[src/rtl/cur_out_defs.svh]
`ifndef CUR_OUT_DEFS_SVH
`define CUR_OUT_DEFS_SVH

// word indices; byte address is four times the index
`define IDX_CHAN_LAST 4'hB
`define IDX_OPEN_LOOP 4'hC
`define IDX_CFG_STAT 4'hD
`define IDX_SMART_EN 4'hE
`define IDX_IRQ_STAT 4'hF
`define IDX_IRQ_MASK 5'h10

`define CFG_CONFIGURE 0
`define CFG_FORCE_ERR 1
`define CFG_TMO_LSB 2
`define CFG_TMO_MSB 4
`define CFG_HOLD_LAST 5
`define STAT_HW_ERR 8
`define STAT_FIELD_FAIL 14
`define SMART_LSB 8

`define CFG_RESET 6'h00
`define TMO_MS_16S 16000
`define TMO_MS_4S 4000
`define TMO_MS_2S 2000
`define TMO_MS_1S 1000
`define TMO_MS_500 500
`define TMO_MS_250 250
`define TMO_MS_125 125
`define TMO_MS_62 62
`define CLK_MHZ 200
`define MS_TICK_CYCLES (`CLK_MHZ * 1000)

// interrupt status bits
`define IRQ_TIMEOUT 0
`define IRQ_OPEN_LOOP 1
`define IRQ_HW_ERR 2
`define IRQ_FIELD_FAIL 3
`define IRQ_WIDTH 4

`endif

[src/rtl/cur_out_pkg.sv]
package cur_out_pkg;
    typedef logic [15:0] word_t;
    typedef logic [2:0] tmo_sel_t;
    typedef enum logic [1:0] {
        BUS_IDLE = 2'b00,
        BUS_ACK = 2'b01
    } bus_state_e;
endpackage

[src/rtl/comm_timeout.sv]
`timescale 1ns/1ps
`include "cur_out_defs.svh"

// watchdog: restarts on every kick, one pulse on expiry, then waits for a kick
module comm_timeout #(
    parameter int MS_CYCLES = `MS_TICK_CYCLES
) (
    input wire logic ref_clk,
    input wire logic rst,
    input wire logic kick,
    input wire cur_out_pkg::tmo_sel_t sel,
    output logic expired
);
    import cur_out_pkg::*;

    // a zero divider would never tick
    if (MS_CYCLES < 1) begin
        $error("MS_CYCLES must be at least one");
    end

    function automatic logic [13:0] period_ms(input tmo_sel_t s);
        case (s)
            3'h0: period_ms = 14'(`TMO_MS_16S);
            3'h1: period_ms = 14'(`TMO_MS_4S);
            3'h2: period_ms = 14'(`TMO_MS_2S);
            3'h3: period_ms = 14'(`TMO_MS_1S);
            3'h4: period_ms = 14'(`TMO_MS_500);
            3'h5: period_ms = 14'(`TMO_MS_250);
            3'h6: period_ms = 14'(`TMO_MS_125);
            default: period_ms = 14'(`TMO_MS_62);
        endcase
    endfunction

    logic [31:0] pre;
    logic [13:0] ms;
    logic armed;
    wire tick = (pre == 32'(MS_CYCLES - 1));
    wire hit = armed && tick && (ms + 14'h1 >= period_ms(sel));

    // ------------------------------------------------------------
    // millisecond divider and period counter
    // ------------------------------------------------------------
    always_ff @(posedge ref_clk or posedge rst) begin
        if (rst) begin
            pre <= 32'h0;
            ms <= 14'h0;
            armed <= 1'b1;
            expired <= 1'b0;
        end else begin
            expired <= hit && !kick;
            if (kick || tick) begin
                pre <= 32'h0;
            end else begin
                pre <= pre + 32'h1;
            end
            if (kick) begin
                ms <= 14'h0;
                armed <= 1'b1;
            end else if (hit) begin
                ms <= 14'h0;
                armed <= 1'b0;
            end else if (tick && armed) begin
                ms <= ms + 14'h1;
            end
        end
    end
endmodule

[src/rtl/cur_out_regs.sv]
// The Wishbone slave port was decided locally.
`timescale 1ns/1ps
`include "cur_out_defs.svh"

// Operation
// - word 13 writes config, reads status
// - bit 0 configures; reads back configured
// - unconfigured: words 0-11 answer attention
// - bit 1 forces error and lights indicator
// - bits 2-4 pick timeout 16 s to 62 ms
// - timeout defaults to 16 s after reset
// - timeout may deviate up to 35 percent
// - bit 5 set: hold last value on timeout
// - bit 5 clear: zero all DACs on timeout
// - bit 8 reports any hardware diagnostic failure
// - word 12 bits 0-7 show open loops
// - word 14 bits 8-15 mark smart devices
module cur_out_regs #(
    parameter int MS_CYCLES = `MS_TICK_CYCLES
) (
    input wire logic ref_clk,
    input wire logic rst,
    input wire logic wb_cyc_i,
    input wire logic wb_stb_i,
    input wire logic wb_we_i,
    input wire logic [6:0] wb_adr_i,
    input wire logic [3:0] wb_sel_i,
    input wire logic [31:0] wb_dat_i,
    output logic [31:0] wb_dat_o,
    output logic wb_ack_o,
    output logic wb_err_o,
    input wire logic fpga_load_fail,
    input wire logic ee_csum_bad,
    input wire logic prom_csum_bad,
    input wire logic ram_diag_fail,
    input wire logic field_power_lost,
    input wire logic [7:0] open_loop,
    output logic module_configured,
    output logic internal_error_led,
    output logic hold_last_value,
    output logic zero_dacs,
    output logic [7:0] smart_enable,
    output logic irq
);
    import cur_out_pkg::*;

    // refused at elaboration: the divider needs at least one cycle per tick
    if (MS_CYCLES < 1) begin
        $error("MS_CYCLES must be at least one");
    end

    // ------------------------------------------------------------
    // pin synchronisers
    // ------------------------------------------------------------
    logic [12:0] sync1;
    logic [12:0] sync2;
    always_ff @(posedge ref_clk or posedge rst) begin
        if (rst) begin
            sync1 <= 13'h0;
            sync2 <= 13'h0;
        end else begin
            sync1 <= {field_power_lost, ram_diag_fail, prom_csum_bad, ee_csum_bad, fpga_load_fail, open_loop};
            sync2 <= sync1;
        end
    end
    wire [7:0] loop_s = sync2[7:0];
    wire hw_err_s = |sync2[11:8];
    wire field_s = sync2[12];

    // ------------------------------------------------------------
    // bus decode
    // ------------------------------------------------------------
    logic [5:0] cfg;
    logic [7:0] smart;
    logic [`IRQ_WIDTH-1:0] irq_stat;
    logic [`IRQ_WIDTH-1:0] irq_mask;
    logic [7:0] loop_q;
    logic hw_q;
    logic field_q;
    bus_state_e bus_state;

    wire [4:0] idx = wb_adr_i[6:2];
    wire req = wb_cyc_i && wb_stb_i && (bus_state == BUS_IDLE);
    wire lo_en = wb_sel_i[0];
    wire hi_en = wb_sel_i[1];
    wire hit_chan = (idx <= 5'(`IDX_CHAN_LAST));
    wire hit_loop = (idx == 5'(`IDX_OPEN_LOOP));
    wire hit_cfg = (idx == 5'(`IDX_CFG_STAT));
    wire hit_smart = (idx == 5'(`IDX_SMART_EN));
    wire hit_istat = (idx == 5'(`IDX_IRQ_STAT));
    wire hit_imask = (idx == 5'(`IDX_IRQ_MASK));
    wire mapped = hit_loop || hit_cfg || hit_smart || hit_istat || hit_imask;
    wire attention = hit_chan && !cfg[`CFG_CONFIGURE];
    wire good = req && mapped;
    wire bad = req && !mapped && !(hit_chan && cfg[`CFG_CONFIGURE]);
    wire wr_cfg = good && wb_we_i && hit_cfg && lo_en;
    wire wr_smart = good && wb_we_i && hit_smart && hi_en;
    wire wr_mask = good && wb_we_i && hit_imask && lo_en;
    wire rd_istat = good && !wb_we_i && hit_istat;
    // channel words belong to the datapath; once configured they count as access here
    wire valid_access = req && (mapped || (hit_chan && cfg[`CFG_CONFIGURE]));

    wire [15:0] status_word = {1'b0, field_q, 5'h0, hw_q, 6'h0,
                               cfg[`CFG_FORCE_ERR], cfg[`CFG_CONFIGURE]};
    wire [15:0] rd_word = hit_loop ? {8'h00, loop_q} :
                          hit_cfg ? status_word :
                          hit_istat ? {12'h000, irq_stat} :
                          hit_imask ? {12'h000, irq_mask} : 16'h0000;

    // ------------------------------------------------------------
    // communication timeout
    // ------------------------------------------------------------
    logic expired;
    logic timed_out;
    // nominal divider from the clock is exact, well inside the 35 percent window
    comm_timeout #(.MS_CYCLES(MS_CYCLES)) u_tmo (
        .ref_clk(ref_clk),
        .rst(rst),
        .kick(valid_access),
        .sel(cfg[`CFG_TMO_MSB:`CFG_TMO_LSB]),
        .expired(expired)
    );

    wire [`IRQ_WIDTH-1:0] irq_set = {field_s & ~field_q, hw_err_s & ~hw_q, |(loop_s & ~loop_q), expired};

    // ------------------------------------------------------------
    // registers
    // ------------------------------------------------------------
    always_ff @(posedge ref_clk or posedge rst) begin
        if (rst) begin
            cfg <= `CFG_RESET;
            smart <= 8'h00;
            irq_mask <= '0;
            irq_stat <= '0;
            loop_q <= 8'h00;
            hw_q <= 1'b0;
            field_q <= 1'b0;
            timed_out <= 1'b0;
        end else begin
            loop_q <= loop_s;
            hw_q <= hw_err_s;
            field_q <= field_s;
            if (wr_cfg) begin
                cfg <= wb_dat_i[5:0]; // bits 6-7 are not stored
            end
            if (wr_smart) begin
                smart <= wb_dat_i[15:8];
            end
            if (wr_mask) begin
                irq_mask <= wb_dat_i[`IRQ_WIDTH-1:0];
            end
            // a new event in the clearing cycle survives
            irq_stat <= (rd_istat ? '0 : irq_stat) | irq_set;
            if (valid_access) begin
                timed_out <= 1'b0;
            end else if (expired) begin
                timed_out <= 1'b1;
            end
        end
    end

    // ------------------------------------------------------------
    // bus answer and outputs
    // ------------------------------------------------------------
    always_ff @(posedge ref_clk or posedge rst) begin
        if (rst) begin
            bus_state <= BUS_IDLE;
            wb_ack_o <= 1'b0;
            wb_err_o <= 1'b0;
            wb_dat_o <= 32'h0;
            module_configured <= 1'b0;
            internal_error_led <= 1'b0;
            hold_last_value <= 1'b0;
            zero_dacs <= 1'b0;
            smart_enable <= 8'h00;
            irq <= 1'b0;
        end else begin
            bus_state <= req ? BUS_ACK : BUS_IDLE;
            wb_ack_o <= good;
            wb_err_o <= bad || (req && attention);
            wb_dat_o <= (good && !wb_we_i) ? {16'h0000, rd_word} : 32'h0;
            module_configured <= cfg[`CFG_CONFIGURE];
            internal_error_led <= cfg[`CFG_FORCE_ERR] || hw_q || timed_out;
            hold_last_value <= timed_out && cfg[`CFG_HOLD_LAST];
            zero_dacs <= timed_out && !cfg[`CFG_HOLD_LAST];
            smart_enable <= smart;
            irq <= |(irq_stat & irq_mask);
        end
    end
endmodule

[config.mk]
export PLATFORM = sky130hd
export DESIGN_NAME = cur_out_regs
export DESIGN_NICKNAME = d
export VERILOG_FILES = /design/src/rtl/cur_out_pkg.sv /design/src/rtl/comm_timeout.sv /design/src/rtl/cur_out_regs.sv
export VERILOG_INCLUDE_DIRS = /design/src /design/src/rtl
export SDC_FILE = /design/constraint.sdc
export NUM_CORES = 1
export LEC_CHECK = 0
export BUFFER_PORTS_ARGS = -buffer_cell sky130_fd_sc_hd__buf_2
export CAP_MARGIN = 25
export CELL_PAD_IN_SITES_DETAIL_PLACEMENT = 1
export CELL_PAD_IN_SITES_GLOBAL_PLACEMENT = 2
export CORE_ASPECT_RATIO = 1.2
export CORE_MARGIN = 10
export CORE_UTILIZATION = 32
export CTS_CLUSTER_SIZE = 40
export DETAILED_ROUTE_END_ITERATION = 16
export PLACE_DENSITY_LB_ADDON = 0.25
export SLEW_MARGIN = 15
export SYNTH_ARGS = -nofsm -noshare
export SYNTH_HDL_FRONTEND = slang
export SYNTH_SLANG_ARGS = --single-unit
[constraint.sdc]
create_clock -name ref_clk -period 3.8 [get_ports ref_clk]
set_clock_uncertainty 0.2 [all_clocks]
set_input_delay 0.19 -clock ref_clk [delete_from_list [all_inputs] [get_ports ref_clk]]
set_output_delay 0.19 -clock ref_clk [all_outputs]
set_load 0.02 [all_outputs]
==> results of run 1 <==
==> metrics by stage <==
step | utilization [%] | total power, mW | setup WS [ns]
floorplan | - | 1.97 | 0.772
global placement | 35.3 | 2.07 | 0.324
detailed placement | 35.4 | 2.10 | 0.270
CTS | 40.3 | 3.72 | 0.251
global route | 40.3 | 3.86 | 0.0295
finish | 40.3 | 3.67 | 0.219
==> power groups by stage <==
stage          combinational, mW  clock [mW]  sequential (mW)
2_1_floorplan              0.284           0             1.69
3_3_place_gp               0.354           0             1.72
3_5_place_dp               0.373           0             1.72
4_1_cts                    0.401        1.62             1.70
5_1_grt                    0.450        1.68             1.72
6_report                   0.393        1.58             1.70
==> area by class of cell <==
type,instances,area (µm²)
Fill cell,2003,10900
Inverter,20,78.8
Tap cell,224,280
Clock buffer,18,429
Sequential cell,133,3330
Multi-Input combinational cell,370,2400
Clock inverter,14,133
Timing Repair Buffer,101,706
==> sequential cells by signal, summed over array words and instances, names as in the netlist, 4 cells and up <==
| name | count |
|---|---|
| u_tmo.pre | 32 |
| u_tmo.ms | 14 |
| sync1 | 13 |
| sync2 | 13 |
| wb_dat_o | 10 |
| loop_q | 8 |
| smart | 8 |
| smart_enable | 8 |
| cfg | 6 |
| irq_mask | 4 |
| irq_stat | 4 |
==> worst paths after layout <==
| check | startpoint | to | slack [ns] | cells after the start |
|---|---|---|---|---|
| setup / recovery | u_tmo.ms[0]$_DFFE_PP0P_ | u_tmo.ms[11]$_DFFE_PP0P_ | 0.22 | 10 |
| hold / removal | wb_stb_i | wb_ack_o$_DFF_PP0_ | 0.01 | 3 |
| min in group asynchronous | rst | u_tmo.pre[30]$_DFF_PP0_ | 0.09 | 3 |
| setup reg to reg | u_tmo.ms[0]$_DFFE_PP0P_ | u_tmo.ms[11]$_DFFE_PP0P_ | 0.22 | 10 |
| hold reg to reg | sync1[10]$_DFF_PP0_ | sync2[10]$_DFF_PP0_ | 0.15 | 0 |
| max in group asynchronous | rst | u_tmo.armed$_DFFE_PP1P_ | 2.59 | 4 |
==> logic make-up after synthesis <==
| kind of cell | share of synthesized area (%) |
|---|---|
| AO/OA/AOI/OAI | 6.80 |
| flip-flops | 55.9 |
| AND/OR/NAND/NOR | 19.2 |
| XOR/XNOR | 5.73 |
| other | 0.0629 |
| adder cells (fa/ha/maj) | 3.36 |
| multiplexers | 3.59 |
| buffers and inverters | 5.35 |
==> metal layers <==
metal  global-route usage, %  vias to the layer above  wire [µm]
met2                    22.2                       61       7640
met4                    5.15                        0        263
met1                    15.5                     2187       6600
li1                        -                     2039          -
met5                       0                        -          0
met3                    3.00                       18        440
==> synthesized netlist by cell type, drive strengths merged (5+ instances only) <==
cell type / n
and2: 7
nor4: 11
ha: 16
xnor2: 25
and3: 14
o21ai: 9
mux2: 19
nor3: 5
nand3: 27
inv: 20
a22o: 5
a21oi: 8
nand4: 14
xor2: 14
dfrtp: 132
o22ai: 11
buf: 30
a22oi: 9
nor2: 61
and4: 5
nand2: 50
==> worst max-delay path: cells and delay by family, from the launching register on <==
kind                       cells  cell delay [ns]
and+or+nand+nor                5             1.28
AOI/OAI and AO/OA              3             0.96
DFF                            1             0.52
adders and majority gates      2             0.52
==> what timing repair did <==
action                                 in CTS  in global routing
hold buffers                               32                  0
endpoints found under the hold margin     169                  0
setup endpoints to repair                   0                  2
resized for setup                           0                  1
==> impl_metrics.ini, run 1 <==
[cts]
clock_tree.buffer_depth = 2
clkTransAtPathRegs_ns = 0.06
cts_root_buf = clkbuf_16
cts.sinks = 133
cts_max_level = 4
postCtsSetupBuffers = 0
cts_buffers = 17
cts_tree = built
clk_latency_ns = 0.42

[global_route]
grt_overflow = 0
antenna_found_initial = 0
grt_usage_pct = 13.0
grt_pass1_vias = 4908
grt_pass1_wl_um = 25500
grt_start_max_net_pins = 63

[sta]
hold_viol = 0
finalSetupViolations = 0
hold_slack_ns = 0.0139
slew_headroom_pct = 46.7
timing.fmax_ghz = 0.279
finalCritPeriodShare_pct = 94.2
fin_crit_ns = 3.58
drv_slew = 0
rsz0062_at_grt = false
tightest_slew_ns = 0.794
finalSetupTns_ns = 0

[layout]
layout_commonest_cell = dfrtp_1
layout.nets = 720
fin_area_um2 = 7350
antenna_cells = 0
layout_common_cells = 132 x dfrtp_1, 63 x buf_2, 60 x nor2_1, 49 x nand2_1, 32 x dlygate4sd3_1
layout.cells.non_filler = 880
area_growth_pct = 23.4
drive_gt1_share_pct = 20.7

[place]
port_buffers = 63
post_dp_cell_area_um2 = 6460
place_inst = 816
hpwlAfterDp_um = 10800
gp_congestion = 0.771

[floorplanning]
core_um2 = 18200
start_util_pct = 32.7
rows = 54
die_area_um2 = 24500
dieHeight_um = 169
num_io_pins = 108
die_x_um = 145

[critical_path]
critPathMaxStageDelay_ns = 0.52
crit_path_top_delay_cell = dfrtp_1
crit_path_max_fanout = 8
crit_path_end_kind = flop
crit_chain = ha_1 -> nand3_1 -> or3_1 -> nand2_1 -> ha_1 -> and4_1 -> a221o_1 -> a41oi_4 -> nand4_1 -> o31ai_1
worstPathArrival_ns = 3.70
critPathMostFrequentCell = ha_1
cp.required_ns = 3.92
cp-start-kind = flop
worstSetupPathType = flop to flop

[synthesis]
synth_top_cell_area_share_pct = 55.4
synth_top_flop_cell = dfrtp_1
ys_seq_elements = 133
yosysTopAreaCell = dfrtp_1
netlist_top_cells_area = dfrtp_1 55%, nor2_1 3.8%, xnor2_1 3.7%, mux2_2 3.6%, ha_1 3.4%
synthesis.area_um2 = 5960
yosys_warnings = 0
syn_area_per_cell_um2 = 11.1
synth_edf_count = 0
synth_cells = 536
async_flop_share_pct = 100
yosys.cell_types.count = 52
synth.yosys.seq_area_share_pct = 55.9

[routing]
drtIter0Drc = 228
drc = 0
drtPass1Iterations = 4
drt-vias-per-instance = 4.89
routed-via-count = 4305
drt-total-wl_um = 15000
wl_per_cell_um = 17.0
detail-route-antenna-nets = 0

[power]
sequentialPowerShare_pct = 46.2
swShare_pct = 29.4
ir_drop_mv = 0.295
p_int_mw = 2.59
pwr_density_cell_nw_per_um2 = 499
power_switching_mw = 1.08
combPwrFrac_pct = 10.7
clockPowerShare_pct = 43.1
power_leakage_nw = 3.49

[min_path]
hp-class = primary input to flop

[outcome]
outcome = completed

[job]
max_cap_violations = 0
Power figures use the tool's default switching activity.
==> run 2, diff against run 1 <==
==> constraint.sdc (replaced) <==
create_clock -name ref_clk -period 3 [get_ports ref_clk]
set_clock_uncertainty 0.2 [all_clocks]
set_input_delay 0.15 -clock ref_clk [delete_from_list [all_inputs] [get_ports ref_clk]]
set_output_delay 0.15 -clock ref_clk [all_outputs]
set_load 0.02 [all_outputs]
==> run 2 against run 1 <==
The run now ends with negative setup slack left. Setup slack worse by 0.26 ns. First-iteration DRC count is 49% lower. Clock power is 39% higher. Register-to-register slack worse by 0.26 ns. Flip-flop and latch count stayed put. Critical endpoint unchanged.
==> impl_metrics.ini, run 2 (synthesis results as in run 1) <==
[routing]
wl_per_cell_um = 17.2
wl_met2_um = 8520
wl_met1_um = 6750
maxUsedRoutingLayer = met4
routed-via-count = 4490
drc = 0
wl_met3_um = 437
drt-vias-per-instance = 4.85
drtPass1Iterations = 4
drt-total-wl_um = 16000
drtIter0Drc = 117
detail-route-antenna-nets = 0

[place]
hpwlAfterDp_um = 11400
port_buffers = 63
gp_congestion = 0.825
place_inst = 845
post_dp_cell_area_um2 = 6680

[global_route]
grt_overflow = 0
grt_pass1_wl_um = 26600
grt_start_max_net_pins = 84
grt_pass1_vias = 5054
antenna_found_initial = 0
grt_usage_pct = 13.8

[floorplanning]
die_area_um2 = 24500
die_x_um = 145
core_um2 = 18200
start_util_pct = 32.7
num_io_pins = 108
rows = 54
dieHeight_um = 169

[sta]
rsz0062_at_grt = true
hold_viol = 0
slew_headroom_pct = 55.1
drv_slew = 0
worst_slack_ns = -0.0448
finalSetupViolations = 3
hold_slack_ns = 0.0332
finalCritPeriodShare_pct = 101
tightest_slew_ns = 0.672
fin_crit_ns = 3.04
timing.fmax_ghz = 0.328

[cts]
cts_root_buf = clkbuf_16
cts.sinks = 133
cts_tree = built
clk_latency_ns = 0.42
clock_tree.buffer_depth = 2
clkTransAtPathRegs_ns = 0.06
cts_buffers = 17
cts_max_level = 4

[min_path]
hold_depth = 5
holdCritStartpoint = wb_adr_i[5]
hp-class = primary input to flop
whs_endpoint = wb_ack_o$_DFF_PP0_

[critical_path]
r2r_cells = 11
crit-reg2reg-capture = u_tmo.ms[11]$_DFFE_PP0P_
worstSetupPathType = flop to flop
cp-start-kind = flop
reg2reg_slack_ns = -0.04
rr_startpoint = u_tmo.ms[4]$_DFFE_PP0P_
crit_path_max_fanout = 4
crit_path_end_kind = flop
cp.required_ns = 3.13
worstPathArrival_ns = 3.18

[layout]
area_growth_pct = 34.5
layout.nets = 766
largestRegisters = u_tmo.pre x32, u_tmo.ms x14
top_register = u_tmo.pre
layout_commonest_cell = dfrtp_1
antenna_cells = 0
layout_common_cells = 130 x dfrtp_1, 63 x buf_2, 59 x nor2_1, 48 x nand2_1, 44 x buf_4
nFillCells = 2006
layout.cells.non_filler = 926
largest_reg_flops = 32
fin_area_um2 = 8010
drive_gt1_share_pct = 30.3

[power]
pwr_density_cell_nw_per_um2 = 608
ir_drop_mv = 0.380
fin_total_pwr_mw = 4.87
power_leakage_nw = 3.80

[job]
max_cap_violations = 0

[outcome]
outcome = complete, but fails checks
failed_checks = negative setup slack
## run 2: routing by layer
metal,global-route usage [%],up-vias
met1,16.1,2289
met4,4.93,0
met3,3.19,15
met5,0,-
li1,-,2132
met2,23.9,54
## run 2: power by group
| part | switching (mW) | total [mW] | internal [mW] |
|---|---|---|---|
| Sequential | 0.187 | 2.14 | 1.95 |
| Clock | 0.907 | 2.19 | 1.28 |
| Combinational | 0.291 | 0.547 | 0.257 |
| Total | 1.38 | 4.87 | 3.49 |
## run 2: how the worst max path moves through the flow
stage / from / end / slack [ns] / cells after the start
final: u_tmo.ms[4]$_DFFE_PP0P_ / u_tmo.ms[11]$_DFFE_PP0P_ / -0.04 / 11
after CTS: u_tmo.ms[4]$_DFFE_PP0P_ / u_tmo.ms[11]$_DFFE_PP0P_ / -0.03 / 11
after global routing: u_tmo.ms[4]$_DFFE_PP0P_ / u_tmo.ms[11]$_DFFE_PP0P_ / -0.13 / 11
after floorplan: u_tmo.ms[2]$_DFFE_PP0P_ / u_tmo.ms[11]$_DFFE_PP0P_ / 0.02 / 10
after global placement: u_tmo.ms[3]$_DFFE_PP0P_ / u_tmo.ms[6]$_DFFE_PP0P_ / -0.06 / 10
after detailed placement: u_tmo.ms[3]$_DFFE_PP0P_ / u_tmo.ms[6]$_DFFE_PP0P_ / -0.15 / 10
## run 2: worst max-delay path, stage by stage (launching register included)
cell and delay (ns):
dfrtp_1 0.35, and3_4 0.21, and4_4 0.28, nand3_4 0.10, xnor2_2 0.15, ha_1 0.29
and4_1 0.22, a221o_1 0.36, a41oi_4 0.25, nand4_1 0.15, buf_4 0.18, o31ai_2 0.20
## run 2: repair_timing
| item | 4_1_cts | 5_1_grt |
|---|---|---|
| pin swaps | 16 | 7 |
| buffers inserted | 6 | 6 |
| resized for setup | 21 | 23 |
| hold buffers | 37 | 0 |
| endpoints found under the setup margin | 15 | 16 |
| endpoints found under the hold margin | 60 | 0 |
## run 2: final cells by class
class / count / area [µm²] / area share [%]
Clock buffer: 17 / 425 / 5.31
Clock inverter: 15 / 196 / 2.45
Inverter: 20 / 78.8 / 0.984
Multi-Input combinational cell: 370 / 2640 / 33.0
Sequential cell: 133 / 3330 / 41.6
Tap cell: 224 / 280 / 3.50
Timing Repair Buffer: 147 / 1060 / 13.2
## run 2: per-stage QoR
step                setup TNS [ns]  setup WS (ns)  util [%]
floorplan                        0         0.0197         -
global placement            -0.171        -0.0634      36.6
detailed placement          -0.851         -0.155      36.6
CTS                        -0.0299        -0.0299      42.8
global route                 -1.00         -0.134      43.9
finish                     -0.0884        -0.0448      43.9
==> run 3, diff against run 2 <==
--- a/config.mk
+++ b/config.mk
@@ -8,11 +8,9 @@
 export LEC_CHECK = 0
 export BUFFER_PORTS_ARGS = -buffer_cell sky130_fd_sc_hd__buf_2
 export CAP_MARGIN = 25
-export CELL_PAD_IN_SITES_DETAIL_PLACEMENT = 1
-export CELL_PAD_IN_SITES_GLOBAL_PLACEMENT = 2
 export CORE_ASPECT_RATIO = 1.2
 export CORE_MARGIN = 10
-export CORE_UTILIZATION = 32
+export CORE_UTILIZATION = 45
 export CTS_CLUSTER_SIZE = 40
 export DETAILED_ROUTE_END_ITERATION = 16
 export PLACE_DENSITY_LB_ADDON = 0.25
==> run 3 against run 2 <==
Fmax shrank 1.3%. First-iteration DRC count grew 98%. Flip-flop and latch count is the same. Non-clock buffer count shrank 4. Count of clock-buffer cells in the layout is the same. Routed wire length shrank 15%. Critical path type unchanged. The run still ends with negative setup slack left. Critical path depth grew 2.
==> impl_metrics.ini, run 3 (synthesis results as in run 1) <==
[outcome]
outcome = complete, but fails checks
failed_checks = negative setup slack

[layout]
layout_commonest_cell = dfrtp_1
largest_reg_flops = 32
antenna_cells = 0
area_growth_pct = 30.7
largestRegisters = u_tmo.pre x32, u_tmo.ms x14
layout.cells.non_filler = 866
layout_common_cells = 132 x dfrtp_1, 63 x buf_2, 59 x nor2_1, 49 x nand2_1, 39 x dlygate4sd3_1
top_register = u_tmo.pre
fin_area_um2 = 7780
drive_gt1_share_pct = 28.1
layout.nets = 762

[global_route]
grt_pass1_vias = 4579
grt_usage_pct = 15.0
grt_pass1_wl_um = 22700
grt_overflow = 0
antenna_found_initial = 0
grt_start_max_net_pins = 59

[critical_path]
crit_path_max_fanout = 7
r2r_cells = 13
reg2reg_slack_ns = -0.08
crit_path_top_delay_cell = dfrtp_1
crit_end = u_tmo.ms[6]$_DFFE_PP0P_
crit_chain = and3_4 -> and4_4 -> nand2_1 -> xnor2_2 -> ha_1 -> nand4_1 -> o221a_2 -> o31ai_1 -> buf_4 -> a41oi_4 -> buf_6 -> a22oi_1 -> o31ai_2
critPathMaxStageDelay_ns = 0.38
rr_startpoint = u_tmo.ms[4]$_DFFE_PP0P_
cp.required_ns = 3.09
worstPathArrival_ns = 3.18
cp-start-kind = flop
crit_path_end_kind = flop
crit-reg2reg-capture = u_tmo.ms[6]$_DFFE_PP0P_
worstSetupPathType = flop to flop
startpoint = u_tmo.ms[4]$_DFFE_PP0P_

[sta]
timing.fmax_ghz = 0.324
finalSetupTns_ns = -0.154
hold_viol = 0
finalCritPeriodShare_pct = 103
worst_slack_ns = -0.0839
rsz0062_at_grt = true
tightest_slew_ns = 0.757
drv_slew = 0
fin_crit_ns = 3.08
finalSetupViolations = 5
slew_headroom_pct = 49.4

[power]
pwr_density_cell_nw_per_um2 = 604
ir_drop_mv = 0.452
sequentialPowerShare_pct = 45.3
combPwrFrac_pct = 11.8
power_leakage_nw = 3.75
p_int_mw = 3.33
swShare_pct = 29.2
power_switching_mw = 1.37
clockPowerShare_pct = 42.9

[floorplanning]
dieHeight_um = 146
num_io_pins = 108
core_um2 = 13100
die_x_um = 125
start_util_pct = 45.4
die_area_um2 = 18300
rows = 46

[job]
max_cap_violations = 0

[place]
gp_congestion = 0.884
hpwlAfterDp_um = 9110
place_inst = 783
port_buffers = 63
post_dp_cell_area_um2 = 6570

[cts]
cts_max_level = 4
cts_tree = built
clock_tree.buffer_depth = 2
clkTransAtPathRegs_ns = 0.07
cts.sinks = 133
cts_root_buf = clkbuf_16
cts_buffers = 17
clk_latency_ns = 0.42

[routing]
drc = 0
routed-via-count = 4442
detail-route-antenna-nets = 0
drtIter0Drc = 232
drtPass1Iterations = 4
wl_per_cell_um = 15.7
drt-vias-per-instance = 5.13
drt-total-wl_um = 13600

[min_path]
hp-class = primary input to flop
run 3: changes by cell type in the layout (fill, tap and decap cells not counted), sizes merged:
| cell | previous run | this run |
|---|---|---|
| buf | 110 | 104 |
| clkinv | 2 | 3 |
| dlygate4sd3 | 37 | 39 |
| clkinvlp | 1 | 2 |
| bufinv | 2 | 0 |
run 3: power groups by stage:
stage          Clock [mW]  Sequential [mW]  Combinational [mW]
6_report             2.02             2.13               0.554
5_1_grt              2.15             2.16               0.625
4_1_cts              2.06             2.13               0.542
3_5_place_dp            0             2.16               0.497
3_3_place_gp            0             2.15               0.478
2_1_floorplan           0             2.14               0.361
run 3: area by class of cell:
type / instances / area (µm²)
timing repair buffer: 143 / 1050
sequential: 133 / 3330
inverter: 20 / 78.8
fill: 1078 / 5340
tap: 168 / 210
clock buffer: 17 / 425
clock inverter: 15 / 151
multi-input combinational: 370 / 2540
run 3: repair_timing:
item	4_1_cts	5_1_grt
setup buffers	4	8
setup endpoints to repair	14	15
pin swaps	13	11
hold buffers	39	0
gates resized for setup	9	21
hold endpoints to repair	75	0
run 3: worst min path at each step:
stage,to,startpoint,cells after the start,slack (ns)
detailed placement,sync1[7]$_DFF_PP0_,open_loop[7],1,0.06
CTS,bus_state[0]$_DFF_PP0_,wb_stb_i,3,0.03
global route,irq_mask[1]$_DFFE_PP0P_,wb_sel_i[0],4,0.04
finish,irq_mask[2]$_DFFE_PP0P_,wb_sel_i[0],4,0.04
global placement,sync1[7]$_DFF_PP0_,open_loop[7],1,0.06
floorplan,sync1[0]$_DFF_PP0_,open_loop[0],0,-0.02
run 3: metal layers:
| metal | GRT usage [%] | part of all wire (%) | vias to the layer above |
|---|---|---|---|
| met2 | 25.4 | 53 | 94 |
| met4 | 6.40 | 1.6 | 0 |
| li1 | - | - | 2135 |
| met3 | 4.02 | 3.2 | 16 |
| met1 | 17.5 | 42 | 2197 |
| met5 | 0 | 0 | - |
run 3: through the flow:
stage / hold slack, ns / setup slack [ns] / util (%) / power, mW
after floorplan: -0.0186 / 0.0197 / - / 2.50
after global placement: 0.0577 / -0.0789 / 50.1 / 2.63
after global routing: 0.0375 / -0.191 / 59.3 / 4.93
after detailed placement: 0.0597 / -0.164 / 50.1 / 2.66
after CTS: 0.0264 / -0.0638 / 58.0 / 4.73
final: 0.0414 / -0.0839 / 59.3 / 4.70
run 3: worst max-delay path, delay by kind of cell, from the launching register on:
family | cells | cell delay, ns
compound gates | 5 | 0.86
simple gates | 4 | 0.68
flops | 1 | 0.38
buf+inv | 2 | 0.35
fa+ha+maj | 1 | 0.32
xor+xnor | 1 | 0.15
